===== config.mk =====
export PLATFORM = sky130hd
export DESIGN_NAME = mss_seq
export DESIGN_NICKNAME = d
export VERILOG_FILES = /design/src/design/mss_pkg.sv /design/src/design/mss_seq.sv
export SDC_FILE = /design/constraint.sdc
export NUM_CORES = 2
export LEC_CHECK = 0
export ABC_AREA = 0
export BUFFER_PORTS_ARGS = -buffer_cell sky130_fd_sc_hd__buf_2
export CORE_ASPECT_RATIO = 1.25
export CORE_MARGIN = 2
export CORE_UTILIZATION = 33
export DETAILED_ROUTE_END_ITERATION = 8
export GPL_ROUTABILITY_DRIVEN = 0
export SLEW_MARGIN = 5
export SYNTH_ARGS = -nofsm -noshare
export SYNTH_HDL_FRONTEND = slang
export SYNTH_SLANG_ARGS = --single-unit

===== constraint.sdc =====
create_clock -name clk -period 182.2 [get_ports clk]
set_input_delay 54.66 -clock clk [delete_from_list [all_inputs] [get_ports clk]]
set_output_delay 54.66 -clock clk [all_outputs]
set_load 0.005 [all_outputs]

===== src/design/mss_pkg.sv =====
package mss_pkg;
    localparam int ADDR_W = 8;
    localparam int DATA_W = 32;
    localparam int LVL_W  = 10;
    localparam int TIM_W  = 16;
    localparam int CUR_W  = 16;
    localparam int AIN_W  = 12;

    // Levels are in tenths of a percent of full scale
    localparam logic [LVL_W-1:0] LVL_FULL = 10'h3E8;

    localparam logic [ADDR_W-1:0] A_CTRL  = 8'h00;
    localparam logic [ADDR_W-1:0] A_BEGIN = 8'h04;
    localparam logic [ADDR_W-1:0] A_END   = 8'h08;
    localparam logic [ADDR_W-1:0] A_DTIME = 8'h0C;
    localparam logic [ADDR_W-1:0] A_UTS   = 8'h10;
    localparam logic [ADDR_W-1:0] A_FLA   = 8'h14;
    localparam logic [ADDR_W-1:0] A_FBT   = 8'h18;
    localparam logic [ADDR_W-1:0] A_AOFS  = 8'h1C;
    localparam logic [ADDR_W-1:0] A_ASPAN = 8'h20;
    localparam logic [ADDR_W-1:0] A_STAT  = 8'h24;

    // Control and status register fields
    localparam int CTRL_MODE_LSB = 0;
    localparam int CTRL_FBEN_BIT = 2;
    localparam int STAT_TRIP_BIT = 8;
    localparam int STAT_STATE_LSB = 0;

    localparam logic [1:0] MODE_VDEC  = 2'h0;
    localparam logic [1:0] MODE_TDEC  = 2'h1;
    localparam logic [1:0] MODE_WYE   = 2'h2;
    localparam logic [1:0] MODE_PHASE = 2'h3;

    localparam logic [LVL_W-1:0] RST_BEGIN = 10'h15E;
    localparam logic [LVL_W-1:0] RST_END   = 10'h064;
    localparam logic [TIM_W-1:0] RST_DTIME = 16'h7530;
    localparam logic [TIM_W-1:0] RST_UTS   = 16'h2710;
    localparam logic [CUR_W-1:0] RST_FLA   = 16'h0064;
    localparam logic [TIM_W-1:0] RST_FBT   = 16'h07D0;
    localparam logic [AIN_W-1:0] RST_AOFS  = 12'h000;
    localparam logic [AIN_W-1:0] RST_ASPAN = 12'hFFF;

    // Early transition thresholds, in percent
    localparam int PCT_CUR = 85;
    localparam int PCT_UTS = 25;
    localparam int PCT_ALL = 100;

    localparam int CLK_HZ      = 50_000_000;
    localparam int TICK_TIME_US = 1000;
    localparam int TICK_CYCLES = TICK_TIME_US * (CLK_HZ / 1_000_000);

    typedef enum logic [5:0] {
        ST_IDLE  = 6'b000001,
        ST_RUN   = 6'b000010,
        ST_DECEL = 6'b000100,
        ST_WYE   = 6'b001000,
        ST_DELTA = 6'b010000,
        ST_PHASE = 6'b100000
    } mss_state_t;
endpackage


===== src/design/mss_seq.sv =====
`timescale 1ns/1ps
module mss_seq #(
    parameter int TICK_CYC = mss_pkg::TICK_CYCLES
) (
    input  wire logic                       clk,
    input  wire logic                       srst,
    input  wire logic [mss_pkg::ADDR_W-1:0] addr,
    input  wire logic [mss_pkg::DATA_W-1:0] wr_data,
    input  wire logic                       wr_en,
    input  wire logic                       rd_en,
    output logic      [mss_pkg::DATA_W-1:0] rd_data,
    input  wire logic                       start_cmd,
    input  wire logic                       fault_in,
    input  wire logic [mss_pkg::CUR_W-1:0]  current_meas,
    input  wire logic [mss_pkg::LVL_W-1:0]  torque_meas,
    input  wire logic [mss_pkg::AIN_W-1:0]  analog_in,
    input  wire logic                       delta_closed,
    output logic                            run_relay,
    output logic                            uts_relay,
    output logic                            gate_enable,
    output logic      [mss_pkg::LVL_W-1:0]  firing_level,
    output logic      [mss_pkg::LVL_W-1:0]  torque_ref,
    output logic                            scr_prot_en,
    output logic                            stack_prot_en,
    output logic                            closure_trip
);
    import mss_pkg::*;

    mss_state_t state;
    mss_state_t next_state;

    logic [1:0]       mode;
    logic             fb_en;
    logic [LVL_W-1:0] dec_begin;
    logic [LVL_W-1:0] dec_end;
    logic [TIM_W-1:0] dec_time;
    logic [TIM_W-1:0] uts_time;
    logic [CUR_W-1:0] full_load_current_rating;
    logic [TIM_W-1:0] fb_time;
    logic [AIN_W-1:0] ain_ofs;
    logic [AIN_W-1:0] ain_span;

    logic [31:0]      tick_cnt;
    logic             tick;
    logic [TIM_W-1:0] t_cnt;
    logic [TIM_W-1:0] fb_cnt;
    logic             fb_seen;
    logic [LVL_W-1:0] ramp_start;

    function automatic logic hit(input logic [ADDR_W-1:0] a,
                                 input logic [ADDR_W-1:0] b);
        hit = (a == b);
    endfunction

    wire wr_ctrl  = wr_en && hit(addr, A_CTRL);
    wire wr_stat  = wr_en && hit(addr, A_STAT);
    wire trip_clr = wr_stat && wr_data[STAT_TRIP_BIT];

    assign tick = (tick_cnt == 32'(TICK_CYC - 1));

    // The first decel cycle must already show the level captured at the stop
    wire             enter_decel = (state == ST_RUN) && (next_state == ST_DECEL);
    wire [LVL_W-1:0] cap_level   = (mode == MODE_TDEC) ? torque_meas : dec_begin;
    wire [LVL_W-1:0] ramp_base   = enter_decel ? cap_level : ramp_start;
    wire [TIM_W-1:0] ramp_t      = enter_decel ? '0 : t_cnt;

    // Linear interpolation; a zero decel time ends the ramp at once
    wire [LVL_W-1:0] ramp_diff = (ramp_base > dec_end) ?
                                 LVL_W'(ramp_base - dec_end) : '0;
    wire [31:0] ramp_prod = 32'(ramp_diff) * 32'(ramp_t);
    wire [31:0] ramp_quo  = (dec_time == '0) ? 32'(ramp_diff) :
                            ramp_prod / 32'(dec_time);
    wire [LVL_W-1:0] ramp_val = (ramp_base > dec_end) ?
                                LVL_W'(ramp_base - LVL_W'(ramp_quo)) :
                                dec_end;
    wire ramp_done = (t_cnt >= dec_time);

    // Wye to delta decision
    wire [31:0] cur_x  = 32'(current_meas) * 32'(PCT_ALL);
    wire [31:0] fla_x  = 32'(full_load_current_rating) * 32'(PCT_CUR);
    wire [31:0] t_x    = 32'(t_cnt) * 32'(PCT_ALL);
    wire [31:0] uts_x  = 32'(uts_time) * 32'(PCT_UTS);
    wire early_go = (cur_x < fla_x) && (t_x > uts_x);
    wire force_go = (t_cnt >= uts_time);
    wire to_delta = early_go || force_go;

    // Analog reference scaling, clamped at full output
    wire [AIN_W-1:0] ain_adj = (analog_in > ain_ofs) ?
                               AIN_W'(analog_in - ain_ofs) : '0;
    wire [31:0] ain_prod = 32'(ain_adj) * 32'(LVL_FULL);
    wire [31:0] ain_quo  = (ain_span == '0) ? 32'h0 :
                           ain_prod / 32'(ain_span);
    wire [LVL_W-1:0] phase_lvl = (ain_quo > 32'(LVL_FULL)) ?
                                 LVL_FULL : LVL_W'(ain_quo);

    wire fb_timeout = fb_en && !fb_seen && !delta_closed &&
                      (fb_cnt >= fb_time);

    always_comb begin
        next_state = state;
        case (state)
            ST_IDLE: begin
                if (start_cmd && !fault_in) begin
                    case (mode)
                        MODE_WYE:   next_state = ST_WYE;
                        MODE_PHASE: next_state = ST_PHASE;
                        default:    next_state = ST_RUN;
                    endcase
                end
            end
            ST_RUN: begin
                if (fault_in) begin
                    next_state = ST_IDLE;
                end else if (!start_cmd) begin
                    next_state = ST_DECEL;
                end
            end
            ST_DECEL: begin
                if (fault_in) begin
                    next_state = ST_IDLE;
                end else if (start_cmd) begin
                    next_state = ST_RUN;
                end else if (tick && ramp_done) begin
                    next_state = ST_IDLE;
                end
            end
            ST_WYE: begin
                // Stop skips decel entirely here
                if (fault_in || !start_cmd) begin
                    next_state = ST_IDLE;
                end else if (to_delta) begin
                    next_state = ST_DELTA;
                end
            end
            ST_DELTA: begin
                if (fault_in || !start_cmd || fb_timeout) begin
                    next_state = ST_IDLE;
                end
            end
            ST_PHASE: begin
                if (fault_in || !start_cmd) begin
                    next_state = ST_IDLE;
                end
            end
            default: next_state = ST_IDLE;
        endcase
    end

    always_ff @(posedge clk) begin
        if (srst) begin
            state <= ST_IDLE;
        end else begin
            state <= next_state;
        end
    end

    // Prescaler restarts with the state, so the first step is a whole tick away
    always_ff @(posedge clk) begin
        if (srst || tick || next_state != state) begin
            tick_cnt <= '0;
        end else begin
            tick_cnt <= tick_cnt + 32'h1;
        end
    end

    // Step timer restarts on every state change
    always_ff @(posedge clk) begin
        if (srst || next_state != state) begin
            t_cnt <= '0;
        end else if (tick && t_cnt != '1) begin
            t_cnt <= t_cnt + 16'h1;
        end
    end

    always_ff @(posedge clk) begin
        if (srst || state != ST_DELTA) begin
            fb_cnt  <= '0;
            fb_seen <= 1'b0;
        end else begin
            if (delta_closed) begin
                fb_seen <= 1'b1;
            end
            if (tick && fb_cnt != '1) begin
                fb_cnt <= fb_cnt + 16'h1;
            end
        end
    end

    // Begin level or live load is frozen at the stop edge
    always_ff @(posedge clk) begin
        if (srst) begin
            ramp_start <= '0;
        end else if (enter_decel) begin
            ramp_start <= cap_level;
        end
    end

    always_ff @(posedge clk) begin
        if (srst) begin
            mode  <= MODE_VDEC;
            fb_en <= 1'b0;
        end else if (wr_ctrl) begin
            mode  <= wr_data[CTRL_MODE_LSB +: 2];
            fb_en <= wr_data[CTRL_FBEN_BIT];
        end
    end

    always_ff @(posedge clk) begin
        if (srst) begin
            dec_begin <= RST_BEGIN;
        end else if (wr_en && hit(addr, A_BEGIN)) begin
            dec_begin <= wr_data[LVL_W-1:0];
        end
    end

    always_ff @(posedge clk) begin
        if (srst) begin
            dec_end <= RST_END;
        end else if (wr_en && hit(addr, A_END)) begin
            dec_end <= wr_data[LVL_W-1:0];
        end
    end

    always_ff @(posedge clk) begin
        if (srst) begin
            dec_time <= RST_DTIME;
        end else if (wr_en && hit(addr, A_DTIME)) begin
            dec_time <= wr_data[TIM_W-1:0];
        end
    end

    always_ff @(posedge clk) begin
        if (srst) begin
            uts_time <= RST_UTS;
        end else if (wr_en && hit(addr, A_UTS)) begin
            uts_time <= wr_data[TIM_W-1:0];
        end
    end

    always_ff @(posedge clk) begin
        if (srst) begin
            full_load_current_rating <= RST_FLA;
        end else if (wr_en && hit(addr, A_FLA)) begin
            full_load_current_rating <= wr_data[CUR_W-1:0];
        end
    end

    always_ff @(posedge clk) begin
        if (srst) begin
            fb_time <= RST_FBT;
        end else if (wr_en && hit(addr, A_FBT)) begin
            fb_time <= wr_data[TIM_W-1:0];
        end
    end

    always_ff @(posedge clk) begin
        if (srst) begin
            ain_ofs <= RST_AOFS;
        end else if (wr_en && hit(addr, A_AOFS)) begin
            ain_ofs <= wr_data[AIN_W-1:0];
        end
    end

    always_ff @(posedge clk) begin
        if (srst) begin
            ain_span <= RST_ASPAN;
        end else if (wr_en && hit(addr, A_ASPAN)) begin
            ain_span <= wr_data[AIN_W-1:0];
        end
    end

    // Timeout sets over a same-cycle clear
    always_ff @(posedge clk) begin
        if (srst) begin
            closure_trip <= 1'b0;
        end else if (state == ST_DELTA && fb_timeout) begin
            closure_trip <= 1'b1;
        end else if (trip_clr) begin
            closure_trip <= 1'b0;
        end
    end

    wire wye_mode = (mode == MODE_WYE);
    wire nx_run = (next_state == ST_RUN) || (next_state == ST_DECEL) ||
                  (next_state == ST_WYE) || (next_state == ST_DELTA) ||
                  (next_state == ST_PHASE);
    wire nx_gate = !wye_mode && ((next_state == ST_RUN) ||
                   (next_state == ST_DECEL) || (next_state == ST_PHASE));
    wire [LVL_W-1:0] nx_fire =
        (next_state == ST_RUN)   ? LVL_FULL :
        (next_state == ST_PHASE) ? phase_lvl :
        (next_state == ST_DECEL && mode == MODE_VDEC) ? ramp_val :
        (next_state == ST_DECEL) ? LVL_FULL : '0;
    wire [LVL_W-1:0] nx_torque =
        (next_state == ST_DECEL && mode == MODE_TDEC) ? ramp_val : '0;

    always_ff @(posedge clk) begin
        if (srst) begin
            run_relay <= 1'b0;
            uts_relay <= 1'b0;
        end else begin
            run_relay <= nx_run;
            uts_relay <= (next_state == ST_DELTA);
        end
    end

    always_ff @(posedge clk) begin
        if (srst) begin
            gate_enable  <= 1'b0;
            firing_level <= '0;
        end else begin
            gate_enable  <= nx_gate;
            firing_level <= nx_gate ? nx_fire : '0;
        end
    end

    always_ff @(posedge clk) begin
        if (srst) begin
            torque_ref <= '0;
        end else begin
            torque_ref <= nx_torque;
        end
    end

    always_ff @(posedge clk) begin
        if (srst) begin
            scr_prot_en   <= 1'b1;
            stack_prot_en <= 1'b1;
        end else begin
            scr_prot_en   <= !wye_mode;
            stack_prot_en <= !wye_mode;
        end
    end

    wire [DATA_W-1:0] rd_ctrl = DATA_W'({fb_en, mode});
    wire [DATA_W-1:0] rd_stat = DATA_W'({closure_trip, 2'h0, state});
    wire [DATA_W-1:0] rd_mux =
        hit(addr, A_CTRL)  ? rd_ctrl :
        hit(addr, A_BEGIN) ? DATA_W'(dec_begin) :
        hit(addr, A_END)   ? DATA_W'(dec_end) :
        hit(addr, A_DTIME) ? DATA_W'(dec_time) :
        hit(addr, A_UTS)   ? DATA_W'(uts_time) :
        hit(addr, A_FLA)   ? DATA_W'(full_load_current_rating) :
        hit(addr, A_FBT)   ? DATA_W'(fb_time) :
        hit(addr, A_AOFS)  ? DATA_W'(ain_ofs) :
        hit(addr, A_ASPAN) ? DATA_W'(ain_span) :
        hit(addr, A_STAT)  ? rd_stat : '0;

    always_ff @(posedge clk) begin
        if (srst || !rd_en) begin
            rd_data <= '0;
        end else begin
            rd_data <= rd_mux;
        end
    end
endmodule


; ---- Yosys cells after proc, flatten, opt, wreduce, memory -nomap -nowiden
; Cells that the tools add are included.
; W data, S select, Z words.
[word_totals]
register_bits = 249
latchBits = 0
mem_bits_rw = 0
romBits = 0
output_inout_bits = 58
memories = 0
[op_classes]
addsub = 6
mul = 6
div = 2
magnitude_cmp = 8
n_eq_ne = 28
n_shift = 0
n_mux = 37
bitwise = 2
reduce_logical = 54
[ops]
columns = operator, count
row1 = $mux W10, 12
row2 = $mux W16, 5
row3 = $mul A16 B5 Y21 const B, 3
row4 = $mux W6, 10
row5 = $ge A16 B16 Y1, 3
row6 = $mux W12, 3
row7 = $pmux W6 S6, 1
row8 = $add A16 B1 Y16 const B, 2
row9 = $add A32 B1 Y32 const B, 1
row10 = $div A22 B12 Y32, 1
row11 = $div A26 B16 Y32, 1
row12 = $eq A32 B16 Y1 const B, 1
row13 = $eq A8 B5 Y1 const B, 4
row14 = $gt A32 B10 Y1 const B, 1
row15 = $mux W32, 1
row16 = $ne A16 B16 Y1 const B, 2
row17 = $mul A10 B16 Y26, 1
row18 = $logic_and A1 B1 Y1, 24
row19 = $gt A23 B21 Y1, 1
row20 = $lt A23 B23 Y1, 1
row21 = $mul A16 B7 Y23 const B, 1
row22 = $sub A10 B10 Y10, 2
row23 = $mul A12 B7 Y19 const B, 1
row24 = $eq A8 B4 Y1 const B, 2
row25 = 31 further kinds, 59

; ---- Logic depth before layout (Yosys ltp)
[depth]
word_depth = 20
mapped_depth = 611
ltp_nobuf = 565

; ---- Least setup slack after synthesis
; Ideal clock, no wire load.
[synth_path]
kind = in2reg
from = in fault_in
to = reg firing_level[9] (netlist name)
setup_time_ns = 0.127
arrival_ns = 163.747
required_ns = 182.073
slack_ns = 18.326
cell_stages = 594
path_buffers = 49
path_cell_list = or3_1 > clkbuf_1 > clkbuf_1 > clkbuf_1 > a21oi_1 > ha_1 > inv_1 > fa_1 > a21o_1 > a21o_1 > a21o_1 > a21oi_1 > o21bai_1 > a21oi_1 > nor2b_1 > o21a_1 > o32a_1 > clkbuf_1 > [558 not listed] > a31o_2 > o31ai_1 > ha_1 > inv_1 > a21o_1 > a21o_1 > a21o_1 > a21o_1 > a21oi_1 > o21bai_1 > a21o_1 > a21oi_1 > xnor2_1 > xnor2_1 > a21oi_1 > a21oi_1 > a21oi_1 > a31oi_1
[synth_between]
elab_chain_len = 17
word_cells_on_any_way = 35
cone_classes = add/sub (2) / mul (1) / div (1) / order compare (1) / eq/ne (3) / mux (16) / bitwise (1) / reduce/logical (10)
[synth_rtl]
columns = item, line_no
row1 = start: declaration, mss_seq.sv:13  ; input wire logic fault_in,
row2 = $logic_or A1 B1 Y1 or $logic_not A1 Y1 (tied branches), --
row3 = $logic_or A1 B1 Y1 or $logic_and A1 B1 Y1 (tied branches), "mss_seq.sv:136, mss_seq.sv:103"
row4 = "$mux W6, on equally long branches", "mss_seq.sv:136, mss_seq.sv:103"
row5 = $pmux W6 S6 *, mss_seq.sv:101  ; case (state)
row6 = $eq A6 B3 Y1, --
row7 = $logic_and A1 B1 Y1, mss_seq.sv:62  ; wire enter_decel = (state == ST_RUN) && (next_state == ST_DECEL);
row8 = $mux W10, --
row9 = $sub A10 B10 Y10 or $gt A10 B10 Y1 (tied branches), "mss_seq.sv:69, mss_seq.sv:68, mss_seq.sv:73"
row10 = $mux W10, mss_seq.sv:68  ; wire [LVL_W-1:0] ramp_diff = (ramp_base > dec_end) ?
row11 = $mul A10 B16 Y26, mss_seq.sv:70  ; wire [31:0] ramp_prod = 32'(ramp_diff) * 32'(ramp_t);
row12 = $div A26 B16 Y32, mss_seq.sv:72  ; ramp_prod / 32'(dec_time);
row13 = $mux W10, mss_seq.sv:71  ; wire [31:0] ramp_quo = (dec_time == '0) ? 32'(ramp_diff) :
row14 = $sub A10 B10 Y10, mss_seq.sv:74  ; LVL_W'(ramp_base - LVL_W'(ramp_quo)) :
row15 = $mux W10, mss_seq.sv:73  ; wire [LVL_W-1:0] ramp_val = (ramp_base > dec_end) ?
row16 = $mux W10, mss_seq.sv:292  ; (next_state == ST_DECEL && mode == MODE_VDEC) ? ramp_val :
row17 = $mux W10, mss_seq.sv:291  ; (next_state == ST_PHASE) ? phase_lvl :
row18 = $mux W10, mss_seq.sv:290  ; (next_state == ST_RUN) ? LVL_FULL :
row19 = end signal: assignment, mss_seq.sv:313  ; firing_level <= nx_gate ? nx_fire : '0;
row20 = end: declaration, mss_seq.sv:21  ; output logic [mss_pkg::LVL_W-1:0] firing_level,
; Every way passes the cells marked *; elsewhere a longest branch is shown, timed or not.
; A chain may end at the register's enable or synchronous reset.

; ---- Final worst setup path
; Ends and elaborated chain as after synthesis.

==> results.md <==
* Commonest cells in the synthesized netlist: ha_1 (1150), nor2_1 (855), nand2_1 (791)
* Via density at between 5 and 6
* EDFF count, synth at 0
* Post-synthesis sequential area ratio at 7.008%
* Core ar. at between 200000 and 250000 um2
* Setup CP Type: in -> reg
* Hpwl dp at ~160 mm
* Crit path max fanout at just over 70
* Initial drt markers at approximately 3800
* I/O Pins at about 140
* Post-synth top area share at between 20% and 30%
* Hold Path Class: reg -> reg
* Max Fclk at ~6 MHz
* Crit-path most repeated cell: o21a_1
* Post-route setup slack at 10590 ps
* DR DRC count at 0
* Outcome: finished clean
* Largest stage delay, worst path at 820 ps
* YS warnings at 0
* Syn Area/Cell at 7.445 um2
* Cts bufs inserted at 24
* Final setup fails at 0
* DP Area at between 70000 and 80000 um2
* Max Root-Sink Buffers at 3
* GRT Overall Usage at about a fifth
* Vias in the first global route at about 64000
* Top-count cell post-synth: ha_1
* Root Buffer: clkbuf_16
* Layout net count at a little over 10000
* Post_cts resized at 0
* Ys flop type: dfxtp_1
* Sink Count at approximately 230
* Grt total ovfl at 0
* Max-Cap Viols at 0
* Chip width at around 400 um
* Clock tree from TritonCTS: yes
* Cts-stage hold buffer count at 0
* Crit path max-delay cell type: o211ai_1
* DP Worst Slack at ~10000 ps
* DR WL/cell at approximately 17 um
* Worst Setup Start Kind: input pin
* Share of cells above drive strength 1 at 8.065%
* Final hold slack at about 460 ps
* Pre-antenna DRT Iters at 6
* Die H at 506.1 um
* Layout area overhead at 6.790%
* Initial antenna violation count at 7
* Post-synth cell types at 140
* Largest net degree at the start of global routing at 101
* Starting Density at around a third
* Post-route cell area at 71080 um2
* Slew @ Worst Pin at about 1200 ps
* Slew Viols, Final at 0
* CP arrival at 172030 ps
* Clock transition at path regs at ~60 ps
* Total Wirelength at ~200 mm
* Synth async-reset ratio at 0%
* Clk_skew at approximately 32 ps
* Final ANT Viol Nets at 0
* Setup Fix Bufs, Post-CTS at 0
* Fin crit share at a little over nine tenths
* # H-tree levels at 1
* Final min period at roughly 170000 ps
* Vias at 65000
* CP required at 182620 ps
* Synth area leaders: ha_1 (22%), dfxtp_1 (7.0%), fa_1 (6.3%), o21a_1 (5.6%), nor2_1 (4.8%)
* Die area at 205300 um2
* Largest area contributor in the netlist: ha_1
* Clk Latency, worst-skew pair at 580 ps
* Fillers at about 21000
* Port Buffers at 110
* Final hold violations at 0
* Num rows at between 150 and 200
* Yosys reg bits at 233
* CP Capture Type: flop
* First-pass GRT wire length at ~320 mm
* RSZ-0062 raised after global routing: false
* Final setup TNS at 0 ps
* Syn Inst Count at between 8000 and 9000
* Synth Cell Area at 66560 um2
* Max_slew headroom at about 18%
flip-flops by register name, summed over array words and instances, names as in the netlist, 12 cells and up:
| signal | cells |
|---|---|
| tick_cnt | 32 |
| ain_ofs | 12 |
| dec_time | 16 |
| uts_time | 16 |
| fb_cnt | 16 |
| ain_span | 12 |
| fb_time | 16 |
| rd_data | 16 |
| full_load_current_rating | 16 |
| t_cnt | 16 |
stage by stage:
| step | std cells | util [%] |
|---|---|---|
| after global routing | 11660 | 35.40 |
| after floorplan | 8971 | - |
| final | 11670 | 35.40 |
| after global placement | 11620 | 34.98 |
| after detailed placement | 11620 | 34.98 |
| after CTS | 11660 | 35.39 |
kinds of logic after synthesis:
family	synth area share (%)
AND/OR/NAND/NOR	24.20
AO/OA/AOI/OAI	24.91
adder cells (fa/ha/maj)	27.92
buffers and inverters	5.187
XOR/XNOR	5.422
multiplexers	5.348
flip-flops	7.008
other	0.005634
final cells by class:
class                   instances  area [um2]  share of cell area, %
clock inverters                14       165.2                 0.2324
well taps                    2697        3374                  4.748
diodes                          3       7.507                0.01056
clock buffers                  29       659.4                 0.9277
flip-flops and latches        233        4664                  6.563
inverters                     635        2384                  3.354
multi-input cells            7853       58580                  82.43
repair buffers                201        1236                  1.739
per-layer routing:
metal  routed length (um)  vias up  GRT usage [%]
li1                     -    32590              -
met4                 5800        4          5.075
met5                   27        -              0
met3                 8815      316          1.705
met1                88900    30710          23.98
met2                93130     1380          32.90
worst paths after layout:
kind	start	to	slack [ps]	cells past startpoint
max reg2reg	state[4]	firing_level[9]	63880	565
min reg2reg	tick_cnt[0]	tick_cnt[0]	460	1
min	tick_cnt[0]	tick_cnt[0]	460	1
max	fault_in	firing_level[9]	10590	564
cells in the final DEF (no fill, tap or decap), types with 99 or more instances in the layout:
cell type / n
dfxtp_1: 233
nor2_1: 854
nor2b_1: 99
inv_1: 631
nand2b_1: 118
nor3_1: 542
buf_2: 109
nand2_1: 791
mux2_2: 237
o31ai_1: 147
xor2_1: 148
a21o_1: 178
nand3_1: 194
fa_1: 209
ha_1: 1150
a21oi_1: 554
and2_1: 101
o21ai_0: 364
o21a_1: 497
xnor2_1: 264
worst max-delay path: cells and delay by family:
family	cells	cell delay, ps
AOI/OAI and AO/OA	398	81310
and+or+nand+nor	93	16560
buffers and inverters	31	5440
xor gates and xnor gates	3	410
adders and majority gates	35	11470
muxes	4	1610
Power is left out: the tool's default activity adds up to more than one toggle a clock period on the data nets, which glitch-free logic cannot reach.
